--- config.mk ---
export PLATFORM = sky130hd
export DESIGN_NAME = oam_remote_cmd_counters
export DESIGN_NICKNAME = d
export VERILOG_FILES = /design/src/oam_pkg.sv /design/src/oam_remote_cmd_counters.sv
export VERILOG_INCLUDE_DIRS = /design/src /design/src/src
export SDC_FILE = /design/constraint.sdc
export NUM_CORES = 1
export LEC_CHECK = 0
export ABC_AREA = 0
export BUFFER_PORTS_ARGS = -buffer_cell sky130_fd_sc_hd__buf_2
export CAP_MARGIN = 40
export CORE_AREA = 3 3 115 117
export CTS_CLUSTER_DIAMETER = 50
export CTS_CLUSTER_SIZE = 10
export DETAILED_ROUTE_END_ITERATION = 8
export DIE_AREA = 0 0 118 120
export PLACE_DENSITY = 0.74
export SETUP_SLACK_MARGIN = 0.3
export SYNTH_ARGS = -nofsm -noshare
export SYNTH_HDL_FRONTEND = slang
export SYNTH_SLANG_ARGS = --single-unit
--- constraint.sdc ---
create_clock -name clk -period 1.7 [get_ports clk]
set_input_delay 0.17 -clock clk [delete_from_list [all_inputs] [get_ports clk]]
set_output_delay 0.17 -clock clk [all_outputs]
set_load 0.005 [all_outputs]
--- src/oam_cfg.svh ---
// Purpose: offsets, field values, reset values and limits of the OAM remote-command and counter bank
// Assumes: register index times four is the AXI4-Lite byte address
// Notes:   definitions only
`ifndef OAM_CFG_SVH
`define OAM_CFG_SVH

// register indices
`define IDX_CNT_CLEAR     10'h044
`define IDX_OP_MODE       10'h04a
`define IDX_RC_ADDR       10'h04b
`define IDX_RC_DATA       10'h04c
`define IDX_SENT_CNT      10'h04d
`define IDX_RECV_CNT      10'h04e
`define IDX_STATUS_COPY   10'h04f

// field positions
`define OP_MODE_HI        1
`define OP_MODE_LO        0

// field codes and values
`define OP_MODE_NORMAL    2'h0
`define OP_MODE_EXTENDED  2'h2
`define CNT_CLEAR_VALUE   8'h00

// reset values
`define RST_OP_MODE       2'h2
`define RST_RC_BYTE       8'h00
`define RST_COUNT         8'h00
`define RST_COPY_TERMINAL 8'h07
`define RST_COPY_CENTER   8'h47

// limits and timing
`define COUNT_MAX         8'hff
`define STRAP_WAIT        2'h2

// bus answers
`define RESP_OKAY         2'h0
`define RESP_SLVERR       2'h2

`endif

--- src/oam_pkg.sv ---
// Purpose: types shared by the OAM remote-command and counter bank
// Assumes: constants come from oam_cfg.svh
// Notes:   types only
`include "oam_cfg.svh"

package oam_pkg;
    typedef logic [7:0]  byte_t;
    typedef logic [11:0] addr_t;
    typedef logic [9:0]  index_t;
    typedef logic [31:0] word_t;
    typedef logic [1:0]  resp_t;
    typedef logic [1:0]  opmode_t;
endpackage : oam_pkg

--- src/oam_remote_cmd_counters.sv ---
// Purpose: remote-command bytes, maintenance-frame counters and partner status copy, AXI4-Lite slave
// Assumes: frame and status inputs come from logic on clk; the side strap comes from a pin
// Notes:   byte address of each register is its index times four; data in bits 7:0
//
// Function
// - central-side remote command puts address byte at bits 39..32
// - extended mode: address byte is target register
// - central-side remote command puts data byte at bits 47..40
// - extended mode: data byte is operation value
// - count valid sent frames from zero, holding at 255
// - count received frames with good CRC, opcode, direction
// - writing zero to clear register zeroes counters
// - subscriber side: copy tracks status while link up
// - central side: copy loads status after power-on, link up
// - central side: copy kept over warm reset, power-down
// - central side: tracking resumes after first link return
// - mode 10 extended, mode 00 normal
`timescale 1ns/1ns
`default_nettype none
`include "oam_cfg.svh"

module oam_remote_cmd_counters (
    // clock and reset
    input  wire logic           clk,
    input  wire logic           rstn,
    // axi4-lite write address
    input  wire oam_pkg::addr_t awaddr,
    input  wire logic           awvalid,
    output logic                awready,
    // axi4-lite write data
    input  wire oam_pkg::word_t wdata,
    input  wire logic [3:0]     wstrb,
    input  wire logic           wvalid,
    output logic                wready,
    // axi4-lite write response
    output oam_pkg::resp_t      bresp,
    output logic                bvalid,
    input  wire logic           bready,
    // axi4-lite read address
    input  wire oam_pkg::addr_t araddr,
    input  wire logic           arvalid,
    output logic                arready,
    // axi4-lite read data
    output oam_pkg::word_t      rdata,
    output oam_pkg::resp_t      rresp,
    output logic                rvalid,
    input  wire logic           rready,
    // side strap pin, high for subscriber side
    input  wire logic           subscriberSide,
    // frame assembly
    input  wire logic           frameLoad,
    input  wire logic           remoteCmd,
    input  wire oam_pkg::byte_t modelInfo2,
    input  wire oam_pkg::byte_t modelInfo3,
    output oam_pkg::byte_t      frameBits39to32,
    output oam_pkg::byte_t      frameBits47to40,
    output logic                extendedMode,
    // frame events
    input  wire logic           frameSentValid,
    input  wire logic           frameRxDone,
    input  wire logic           frameRxCrcOk,
    input  wire logic           frameRxOpValid,
    input  wire logic           frameRxDirValid,
    // partner status and link state
    input  wire oam_pkg::byte_t partnerStatus,
    input  wire logic           opticalLinkUp,
    input  wire logic           warmReset,
    input  wire logic           chipPowerDown,
    output logic                sideKnown
);
    import oam_pkg::*;

    ////////////////////////////////////////////////////////////////////////////
    // state
    byte_t   rcAddr_q;
    byte_t   rcData_q;
    opmode_t opMode_q;
    byte_t   sentCnt_q;
    byte_t   recvCnt_q;
    byte_t   copy_q;
    byte_t   frame2_q;
    byte_t   frame3_q;
    logic    strapSync1_q;
    logic    strapSync2_q;
    logic    isSub_q;
    logic    sideKnown_q;
    logic [1:0] strapCnt_q;
    logic    holdCopy_q;
    logic    linkSeen_q;
    logic    awHave_q;
    index_t  awIdx_q;
    logic    wHave_q;
    byte_t   wByte_q;
    logic    wLane0_q;
    logic    bvalid_q;
    resp_t   bresp_q;
    logic    rvalid_q;
    word_t   rdata_q;
    resp_t   rresp_q;

    // decoded write effects
    logic    doWrite;
    logic    wrAddr;
    logic    wrData;
    logic    wrMode;
    logic    wrClear;
    logic    wrMapped;
    logic    cntClear;
    logic    rxGood;
    logic    useRemote;
    logic    centerSide;

    ////////////////////////////////////////////////////////////////////////////
    // bus handshakes
    assign awready = !awHave_q && !bvalid_q;
    assign wready  = !wHave_q && !bvalid_q;
    assign arready = !rvalid_q;
    assign bvalid  = bvalid_q;
    assign bresp   = bresp_q;
    assign rvalid  = rvalid_q;
    assign rdata   = rdata_q;
    assign rresp   = rresp_q;
    assign doWrite = awHave_q && wHave_q && !bvalid_q;

    // write address holding
    always_ff @(posedge clk or negedge rstn) begin
        if (!rstn) begin
            awHave_q <= 1'b0;
            awIdx_q  <= 10'h000;
        end else if (awvalid && awready) begin
            awHave_q <= 1'b1;
            awIdx_q  <= awaddr[11:2];
        end else if (doWrite) begin
            awHave_q <= 1'b0;
        end
    end

    // write data holding
    always_ff @(posedge clk or negedge rstn) begin
        if (!rstn) begin
            wHave_q  <= 1'b0;
            wByte_q  <= 8'h00;
            wLane0_q <= 1'b0;
        end else if (wvalid && wready) begin
            wHave_q  <= 1'b1;
            wByte_q  <= wdata[7:0];
            wLane0_q <= wstrb[0];
        end else if (doWrite) begin
            wHave_q <= 1'b0;
        end
    end

    // write address decode
    always_comb begin
        wrAddr   = 1'b0;
        wrData   = 1'b0;
        wrMode   = 1'b0;
        wrClear  = 1'b0;
        wrMapped = 1'b1;
        if (awIdx_q == `IDX_RC_ADDR) begin
            wrAddr = doWrite && wLane0_q;
        end else if (awIdx_q == `IDX_RC_DATA) begin
            wrData = doWrite && wLane0_q;
        end else if (awIdx_q == `IDX_OP_MODE) begin
            wrMode = doWrite && wLane0_q;
        end else if (awIdx_q == `IDX_CNT_CLEAR) begin
            wrClear = doWrite && wLane0_q;
        end else if (awIdx_q == `IDX_SENT_CNT || awIdx_q == `IDX_RECV_CNT
                     || awIdx_q == `IDX_STATUS_COPY) begin
            wrMapped = 1'b1; // read-only, write ignored
        end else begin
            wrMapped = 1'b0;
        end
    end

    // write response
    always_ff @(posedge clk or negedge rstn) begin
        if (!rstn) begin
            bvalid_q <= 1'b0;
            bresp_q  <= `RESP_OKAY;
        end else if (doWrite) begin
            bvalid_q <= 1'b1;
            bresp_q  <= wrMapped ? `RESP_OKAY : `RESP_SLVERR;
        end else if (bvalid_q && bready) begin
            bvalid_q <= 1'b0;
        end
    end

    // read data, registered one cycle after the address is taken
    always_ff @(posedge clk or negedge rstn) begin
        if (!rstn) begin
            rvalid_q <= 1'b0;
            rdata_q  <= 32'h00000000;
            rresp_q  <= `RESP_OKAY;
        end else if (arvalid && arready) begin
            rvalid_q <= 1'b1;
            rresp_q  <= `RESP_OKAY;
            rdata_q  <= 32'h00000000;
            if (araddr[11:2] == `IDX_RC_ADDR) begin
                rdata_q[7:0] <= rcAddr_q;
            end else if (araddr[11:2] == `IDX_RC_DATA) begin
                rdata_q[7:0] <= rcData_q;
            end else if (araddr[11:2] == `IDX_OP_MODE) begin
                rdata_q[1:0] <= opMode_q;
            end else if (araddr[11:2] == `IDX_CNT_CLEAR) begin
                rdata_q[7:0] <= 8'h00; // clear register reads zero
            end else if (araddr[11:2] == `IDX_SENT_CNT) begin
                rdata_q[7:0] <= sentCnt_q;
            end else if (araddr[11:2] == `IDX_RECV_CNT) begin
                rdata_q[7:0] <= recvCnt_q;
            end else if (araddr[11:2] == `IDX_STATUS_COPY) begin
                rdata_q[7:0] <= copy_q;
            end else begin
                rresp_q <= `RESP_SLVERR;
            end
        end else if (rvalid_q && rready) begin
            rvalid_q <= 1'b0;
        end
    end

    ////////////////////////////////////////////////////////////////////////////
    // side strap: two-flop synchroniser, then caught once after reset
    always_ff @(posedge clk or negedge rstn) begin
        if (!rstn) begin
            strapSync1_q <= 1'b0;
            strapSync2_q <= 1'b0;
        end else begin
            strapSync1_q <= subscriberSide;
            strapSync2_q <= strapSync1_q;
        end
    end

    // strap capture waits until the synchroniser holds the pin value
    always_ff @(posedge clk or negedge rstn) begin
        if (!rstn) begin
            strapCnt_q  <= 2'h0;
            sideKnown_q <= 1'b0;
            isSub_q     <= 1'b0;
        end else if (!sideKnown_q) begin
            if (strapCnt_q == `STRAP_WAIT) begin
                sideKnown_q <= 1'b1;
                isSub_q     <= strapSync2_q;
            end else begin
                strapCnt_q <= strapCnt_q + 2'h1;
            end
        end
    end

    assign sideKnown  = sideKnown_q;
    assign centerSide = sideKnown_q && !isSub_q;

    ////////////////////////////////////////////////////////////////////////////
    // software-owned bytes and mode field
    always_ff @(posedge clk or negedge rstn) begin
        if (!rstn) begin
            rcAddr_q <= `RST_RC_BYTE;
            rcData_q <= `RST_RC_BYTE;
            opMode_q <= `RST_OP_MODE;
        end else begin
            if (wrAddr) begin
                rcAddr_q <= wByte_q;
            end
            if (wrData) begin
                rcData_q <= wByte_q;
            end
            if (wrMode) begin
                opMode_q <= wByte_q[`OP_MODE_HI:`OP_MODE_LO];
            end
        end
    end

    // mode 10 maps the command bytes into the frame
    assign extendedMode = (opMode_q == `OP_MODE_EXTENDED);

    ////////////////////////////////////////////////////////////////////////////
    // frame bytes, sampled only at frame load
    assign useRemote = (remoteCmd && centerSide) || extendedMode;

    always_ff @(posedge clk or negedge rstn) begin
        if (!rstn) begin
            frame2_q <= 8'h00;
            frame3_q <= 8'h00;
        end else if (frameLoad) begin
            // target register address in extended mode
            frame2_q <= useRemote ? rcAddr_q : modelInfo2;
            // operation data value in extended mode
            frame3_q <= useRemote ? rcData_q : modelInfo3;
        end
    end

    assign frameBits39to32 = frame2_q;
    assign frameBits47to40 = frame3_q;

    ////////////////////////////////////////////////////////////////////////////
    // frame counters; an event in the clear cycle still counts
    assign cntClear = wrClear && (wByte_q == `CNT_CLEAR_VALUE);
    assign rxGood   = frameRxDone && frameRxCrcOk && frameRxOpValid && frameRxDirValid;

    // transmitted valid frames
    always_ff @(posedge clk or negedge rstn) begin
        if (!rstn) begin
            sentCnt_q <= `RST_COUNT;
        end else if (cntClear) begin
            sentCnt_q <= frameSentValid ? 8'h01 : `RST_COUNT;
        end else if (frameSentValid && sentCnt_q != `COUNT_MAX) begin
            sentCnt_q <= sentCnt_q + 8'h01;
        end
    end

    // received valid frames
    always_ff @(posedge clk or negedge rstn) begin
        if (!rstn) begin
            recvCnt_q <= `RST_COUNT;
        end else if (cntClear) begin
            recvCnt_q <= rxGood ? 8'h01 : `RST_COUNT;
        end else if (rxGood && recvCnt_q != `COUNT_MAX) begin
            recvCnt_q <= recvCnt_q + 8'h01;
        end
    end

    ////////////////////////////////////////////////////////////////////////////
    // central side hold: warm reset or power-down freezes the copy
    // until the link has come back once, so the old partner status
    // is what software sees at the first return
    always_ff @(posedge clk or negedge rstn) begin
        if (!rstn) begin
            holdCopy_q <= 1'b0;
            linkSeen_q <= 1'b0;
        end else if (centerSide && (warmReset || chipPowerDown)) begin
            holdCopy_q <= 1'b1;
            linkSeen_q <= 1'b0;
        end else if (holdCopy_q && opticalLinkUp) begin
            if (linkSeen_q) begin
                holdCopy_q <= 1'b0;
            end
            linkSeen_q <= 1'b1;
        end
    end

    // status copy; power-on default follows the caught side
    always_ff @(posedge clk or negedge rstn) begin
        if (!rstn) begin
            copy_q <= 8'h00;
        end else if (!sideKnown_q) begin
            if (strapCnt_q == `STRAP_WAIT) begin
                copy_q <= strapSync2_q ? `RST_COPY_TERMINAL : `RST_COPY_CENTER;
            end
        end else if (isSub_q) begin
            if (opticalLinkUp) begin
                copy_q <= partnerStatus;
            end
        end else if (!holdCopy_q && opticalLinkUp) begin
            copy_q <= partnerStatus;
        end
    end

endmodule : oam_remote_cmd_counters
`default_nettype wire

==> results of run 1 <==
## sequential cells by signal, indices dropped and copies added, names as in the netlist, 2 cells and up
name,flops
rcAddr_q,8
sentCnt_q,8
rcData_q,8
wByte_q,8
recvCnt_q,8
rdata,8
frameBits47to40,8
opMode_q,2
frameBits39to32,8
strapCnt_q,2
awIdx_q,10
copy_q,8
## worst paths after layout
kind                       slack, ns  cells past startpoint                       end
min reg2reg                     0.35                      0    strapSync2_q$_DFF_PN0_
max reg2reg                     -0.1                      6  sentCnt_q[0]$_DFFE_PN0P_
min in group asynchronous       0.29                      2        rvalid$_DFFE_PN0P_
max                             -0.1                      6  sentCnt_q[0]$_DFFE_PN0P_
max in group asynchronous       0.70                      3   opMode_q[1]$_DFFE_PN1P_
min                             0.04                      3    awIdx_q[3]$_DFFE_PN0P_
## power by group
part           total (mW)  internal [mW]  switching, mW  leakage [nW]
sequential           3.30           2.84          0.455          1.22
combinational        2.10           1.15          0.949          1.65
clock                1.96           1.02          0.949         0.131
total                7.36           5.01           2.35          3.00
## area by class of cell
cell class | count | area share [%]
flip-flops and latches | 99 | 38.8
multi-input cells | 313 | 37.1
repair buffers | 149 | 15.4
clock buffers | 9 | 3.52
well taps | 172 | 3.36
clock inverters | 7 | 0.939
inverters | 16 | 0.939
## routing by layer
| metal | vias up | wire length (µm) | track usage [%] |
|---|---|---|---|
| li1 | 1853 | - | - |
| met1 | 1905 | 5410 | 22.5 |
| met2 | 148 | 5900 | 29.5 |
| met3 | 16 | 775 | 4.10 |
| met4 | 0 | 206 | 5.86 |
| met5 | - | 0 | 0 |
## kinds of logic after synthesis
| kind of cell | count (synthesis) | share of synthesized area, % |
|---|---|---|
| AND/OR/NAND/NOR | 125 | 13.9 |
| flip-flops | 99 | 50.6 |
| AO/OA/AOI/OAI | 89 | 11.5 |
| multiplexers | 65 | 15.4 |
| buffers and inverters | 63 | 6.93 |
| XOR/XNOR | 5 | 0.895 |
| adder cells (fa/ha/maj) | 3 | 0.767 |
| other | 1 | 0.0766 |
## metrics by stage
stage	setup slack (ns)	instances	power (mW)	utilization, %	hold WS (ns)
after floorplan	-0.0353	475	4.35	-	-0.126
after global placement	-0.0369	729	4.99	45.9	0.104
after detailed placement	-0.0849	729	5.08	45.9	0.115
after CTS	-0.0823	761	7.20	50.2	0.0246
after global routing	-0.176	765	7.78	51.3	0.0471
final	-0.0967	765	7.36	51.3	0.0379
## worst max-delay path, stage by stage, from the launching register on
cell and delay (ns):
dfrtp_1 0.41, nor4b_4 0.38, nand3_4 0.16, buf_4 0.17, buf_6 0.12, or2_4 0.23, a31o_4 0.21
## synthesized netlist by cell type (all sizes together), types with 3 or more instances
| master | count |
|---|---|
| inv | 16 |
| nor3 | 7 |
| nor2 | 43 |
| o211ai | 4 |
| mux4 | 4 |
| ha | 3 |
| buf | 32 |
| xnor2 | 3 |
| a21oi | 29 |
| nand2b | 4 |
| nor4 | 5 |
| nand2 | 21 |
| mux2i | 20 |
| o21ai | 20 |
| mux2 | 41 |
| a21o | 6 |
| dfrtp | 98 |
| a41oi | 3 |
| and4 | 3 |
| nand4 | 6 |
| nor2b | 4 |
| or3 | 5 |
| nand3 | 13 |
| and2 | 3 |
| a32oi | 3 |
| a31oi | 6 |
| clkbuf | 15 |
## what timing repair did
action,CTS,global route
setup endpoints to repair,70,71
hold buffers,4,0
pin swaps,13,9
buffers inserted,9,4
cloned,3,0
hold endpoints to repair,28,0
resized for setup,32,27
## cells in the final DEF, fill, tap and decap left out, types with 4 or more instances in the layout
master	netlist	routed
a21o_1	6	6
a21oi_1	29	28
a31oi_1	6	6
buf_2	4	101
buf_4	26	27
buf_6	0	13
clkbuf_16	0	9
conb_1	1	26
dfrtp_1	98	96
dlygate4sd3_1	0	4
inv_1	16	16
mux2_2	41	17
mux2_4	0	24
mux2i_1	20	19
mux4_2	4	4
nand2_1	21	21
nand3_1	12	12
nand4_1	6	6
nor2_1	43	40
nor3_1	7	6
o211ai_1	4	4
o21ai_0	19	17
or3_1	5	5
==> run summary, run 1 <==
Routability cong.: 0.907
Avg Cell Area, Syn: 10.9 µm²
Hold Startpoint: awaddr[5]
Post-Route Setup TNS: -1.46 ns
Wirelength per Cell: 16.1 µm
Pre-antenna DRT Iters: 4
Core area: 0.0125 mm²
Mapped Area: 0.00489 mm²
Mapped Cells: 450
Overall Global Routing Usage: 17.5%
Status: finished, violations left
Worst Path Required: 1.94 ns
Multi-input logic area: 0.00237 mm²
Reg area: 0.00248 mm²
Reg clk slew, reported paths: 0.07 ns
Post-synth cell types: 58
Unrepaired setup endpoints after global routing: yes
GR Overflow Total: 0
Effective utilization at floorplan: 39.3%
Final setup fails: 20
Synth top area share: 50.1%
Via density per instance: 5.13
Routed wire length: 12300 µm
F_max: 0.557 GHz
# IOs: 161
Htree depth: 3
Most common flop cell mapped by yosys: dfrtp_1
Die Y: 120 µm
Ys async rst share: 100%
Worst-path fanout max: 4
Worst Setup SP: awIdx_q[7]$_DFFE_PN0P_
Vias in the first global route: 3946
Yosys reg bits: 99
Post-route ant nets: 0
TritonCTS Sinks: 99
Fin crit period: 1.80 ns
Endpoints failing hold: 0
Post-synth EDFFs: 0
Relative slew slack: 62.6%
Critical Path AT: 2.03 ns
Setup Skew: 0.00710 ns
Final slew viol count: 0
Final #Nets: 693
Worst-margin pin slew: 0.557 ns
Clock Tree Buf Depth: 2
First-pass GRT wire length: 19900 µm
Syn. warnings: 0
VDD IR max: 948 µV
N_diodes: 0
Failing checks: setup timing
Post-Layout Inst Area: 0.00640 mm²
Die area: 0.0142 mm²
Sequential fraction of the synthesis area: 50.6%
Share of cells above drive strength 1: 39.3%
Number of port buffers: 103
Dominant cells by area after synthesis: dfrtp_1, mux2_2, mux2i_1
Largest net degree at the start of global routing: 51
Yosys top cell by area: dfrtp_1
Post-DP HPWL: 8740 µm
CTS tree: built
TritonCTS Buffers: 9
Kind of end point of the critical path: register
Die W: 118 µm
Kind of critical path: reg2reg
Dpl cell area: 0.00572 mm²
HP Class: in2reg
Worst skew pair latency: 0.35 ns
Rows: 41
Max Cap Viol: 0
CP Launch Type: register
Initial drt markers: 213
Number of remaining DRC errors: 0
R2R Path Start: awIdx_q[7]$_DFFE_PN0P_
CTS root buf: clkbuf_16
Area growth syn-to-layout: 30.7%
Vias: 3922
Setup ws final: -0.0967 ns
Initial antenna violation count: 0
Final period util: 106%
Cell area power density: 1150 mW/mm²
P_leak: 3.00 nW
Fillers: 1143
Power figures use the tool's default switching activity.
==> run 2: changes to the inputs <==
--- a/config.mk
+++ b/config.mk
@@ -9,11 +9,11 @@
 export ABC_AREA = 0
 export BUFFER_PORTS_ARGS = -buffer_cell sky130_fd_sc_hd__buf_2
 export CAP_MARGIN = 40
-export CORE_AREA = 3 3 115 117
+export CORE_AREA = 3 3 110 123
 export CTS_CLUSTER_DIAMETER = 50
 export CTS_CLUSTER_SIZE = 10
 export DETAILED_ROUTE_END_ITERATION = 8
-export DIE_AREA = 0 0 118 120
+export DIE_AREA = 0 0 113 126
 export PLACE_DENSITY = 0.74
 export SETUP_SLACK_MARGIN = 0.3
 export SYNTH_ARGS = -nofsm -noshare
==> run 2 against run 1 <==
The run still ends with setup timing left. Clock-buffer cell count up 2. Wire length down 0.35%. Sequential share of layout area up 0.55 points. Global-route usage down 0.49 points. Flip-flop and latch count unchanged. Critical path depth down 1. Non-clock buffer count down 6. Design area down 1.5%. Register-to-register slack about the same. Hold slack worse by 0.025 ns. Utilization down 0.84 points. Largest power group unchanged.
==> run summary, run 2 (synthesized netlist as in run 1, its figures left out) <==
Reg clk slew, reported paths: 0.07 ns
Critical Path AT: 2.02 ns
Final setup fails: 20
First-pass GRT wire length: 19500 µm
Wirelength per Cell: 16.4 µm
FF-to-FF setup slack: -0.1 ns
Final period util: 106%
Overall Global Routing Usage: 17.1%
Largest reg by FF count: awIdx_q
R2R cell count: 5
P_leak: 2.96 nW
Clock Tree Buf Depth: 2
Area growth syn-to-layout: 28.8%
TritonCTS Sinks: 99
CP endpoint: rcData_q[0]$_DFFE_PN0P_
Kind of critical path: reg2reg
Final #Nets: 688
VDD IR max: 694 µV
TritonCTS Buffers: 9
Die area: 0.0142 mm²
Post-Layout Inst Area: 0.00630 mm²
Initial drt markers: 241
Largest net degree at the start of global routing: 38
Placement Setup Slack: -0.108 ns
Routability cong.: 0.857
Pre-antenna DRT Iters: 4
CTS root buf: clkbuf_16
Post-Route Setup TNS: -1.19 ns
Finished Core Util: 50.5%
HP Class: in2reg
Hold WS: 0.0126 ns
CP max-delay cell: dfrtp_1
Worst Path Required: 1.93 ns
Crit path cell chain: nor4b_4 -> nand3_4 -> nor3b_4 -> buf_4 -> mux2_2
Largest register FFs: 10
Number of port buffers: 103
Worst-path fanout max: 4
Rows: 43
Max Cap Viol: 0
Worst Setup SP: awIdx_q[7]$_DFFE_PN0P_
Die W: 113 µm
Initial antenna violation count: 1
GR Overflow Total: 0
Post-DP HPWL: 8950 µm
Unrepaired setup endpoints after global routing: yes
Effective utilization at floorplan: 39.2%
F_max: 0.556 GHz
Kind of end point of the critical path: register
Failing checks: setup timing
Max stage delay on crit path: 0.41 ns
Vias in the first global route: 3892
Status: finished, violations left
Reg-to-reg endpoint: rcData_q[0]$_DFFE_PN0P_
Post-route ant nets: 0
R2R Path Start: awIdx_q[7]$_DFFE_PN0P_
Final slew viol count: 0
CP Launch Type: register
Core area: 0.0125 mm²
Endpoints failing hold: 0
Most frequent cells in the layout: buf_2, dfrtp_1, nor2_1, mux2_2, a21oi_1
Htree depth: 3
Vias: 3932
Share of cells above drive strength 1: 38.9%
Worst skew pair latency: 0.34 ns
Routed wire length: 12200 µm
Number of remaining DRC errors: 0
CTS tree: built
Setup ws final: -0.0971 ns
Worst-margin pin slew: 0.606 ns
Relative slew slack: 59.3%
Via density per instance: 5.26
Most common cell after layout, fill and taps aside: buf_2
Setup Skew: 0.00698 ns
Fin crit period: 1.80 ns
Cell area power density: 1190 mW/mm²
Dpl cell area: 0.00571 mm²
Die Y: 126 µm
# IOs: 161
[run 2: worst max-delay path: cells and delay by family (launching register included)]
family        cells  cell delay (ns)
simple gates      3             0.78
flops             1             0.41
mux               1             0.33
buf+inv           1             0.17
[run 2: repair_timing]
item | 4_1_cts | 5_1_grt
hold buffers | 2 | 0
endpoints found under the hold margin | 34 | 0
gates resized for setup | 24 | 15
endpoints found under the setup margin | 71 | 77
setup buffers | 5 | 1
pin swaps | 7 | 4
cloned | 2 | 2
[run 2: area by class of cell]
cell class	count	area, µm²
fillers	1111	6180
clock buffers	11	253
repair buffers	143	906
diodes	2	5.00
multi-input cells	314	2320
inverters	16	60.1
clock inverters	5	85.1
well taps	157	196
flip-flops and latches	99	2480
[run 2: worst min path at each step]
stage	depth (start not counted)	endpoint	startpoint
after floorplan	0	awHave_q$_DFFE_PN0P_	rstn
after global placement	1	rvalid$_DFFE_PN0P_	rstn
after detailed placement	1	rvalid$_DFFE_PN0P_	rstn
after CTS	2	bvalid$_DFFE_PN0P_	bready
after global routing	2	rvalid$_DFFE_PN0P_	rready
final	2	bvalid$_DFFE_PN0P_	bready
[run 2: routing by layer]
layer,vias to the layer above,global-route usage [%],part of all wire (%)
met3,14,3.99,6.8
met5,-,0,0
met1,1928,22.3,42
met2,157,28.3,49
li1,1833,-,-
met4,0,5.16,1.4
[run 2: power by group]
part,leakage [nW],internal (mW),switching (mW)
clock network,0.162,1.38,0.882
registers,1.22,2.85,0.468
logic,1.58,1.01,0.911
total,2.96,5.23,2.26
[run 2: per-stage QoR]
step | cells | power [mW]
floorplan | 475 | 4.35
global placement | 717 | 4.97
detailed placement | 717 | 5.09
CTS | 742 | 7.45
global route | 746 | 7.88
finish | 747 | 7.49
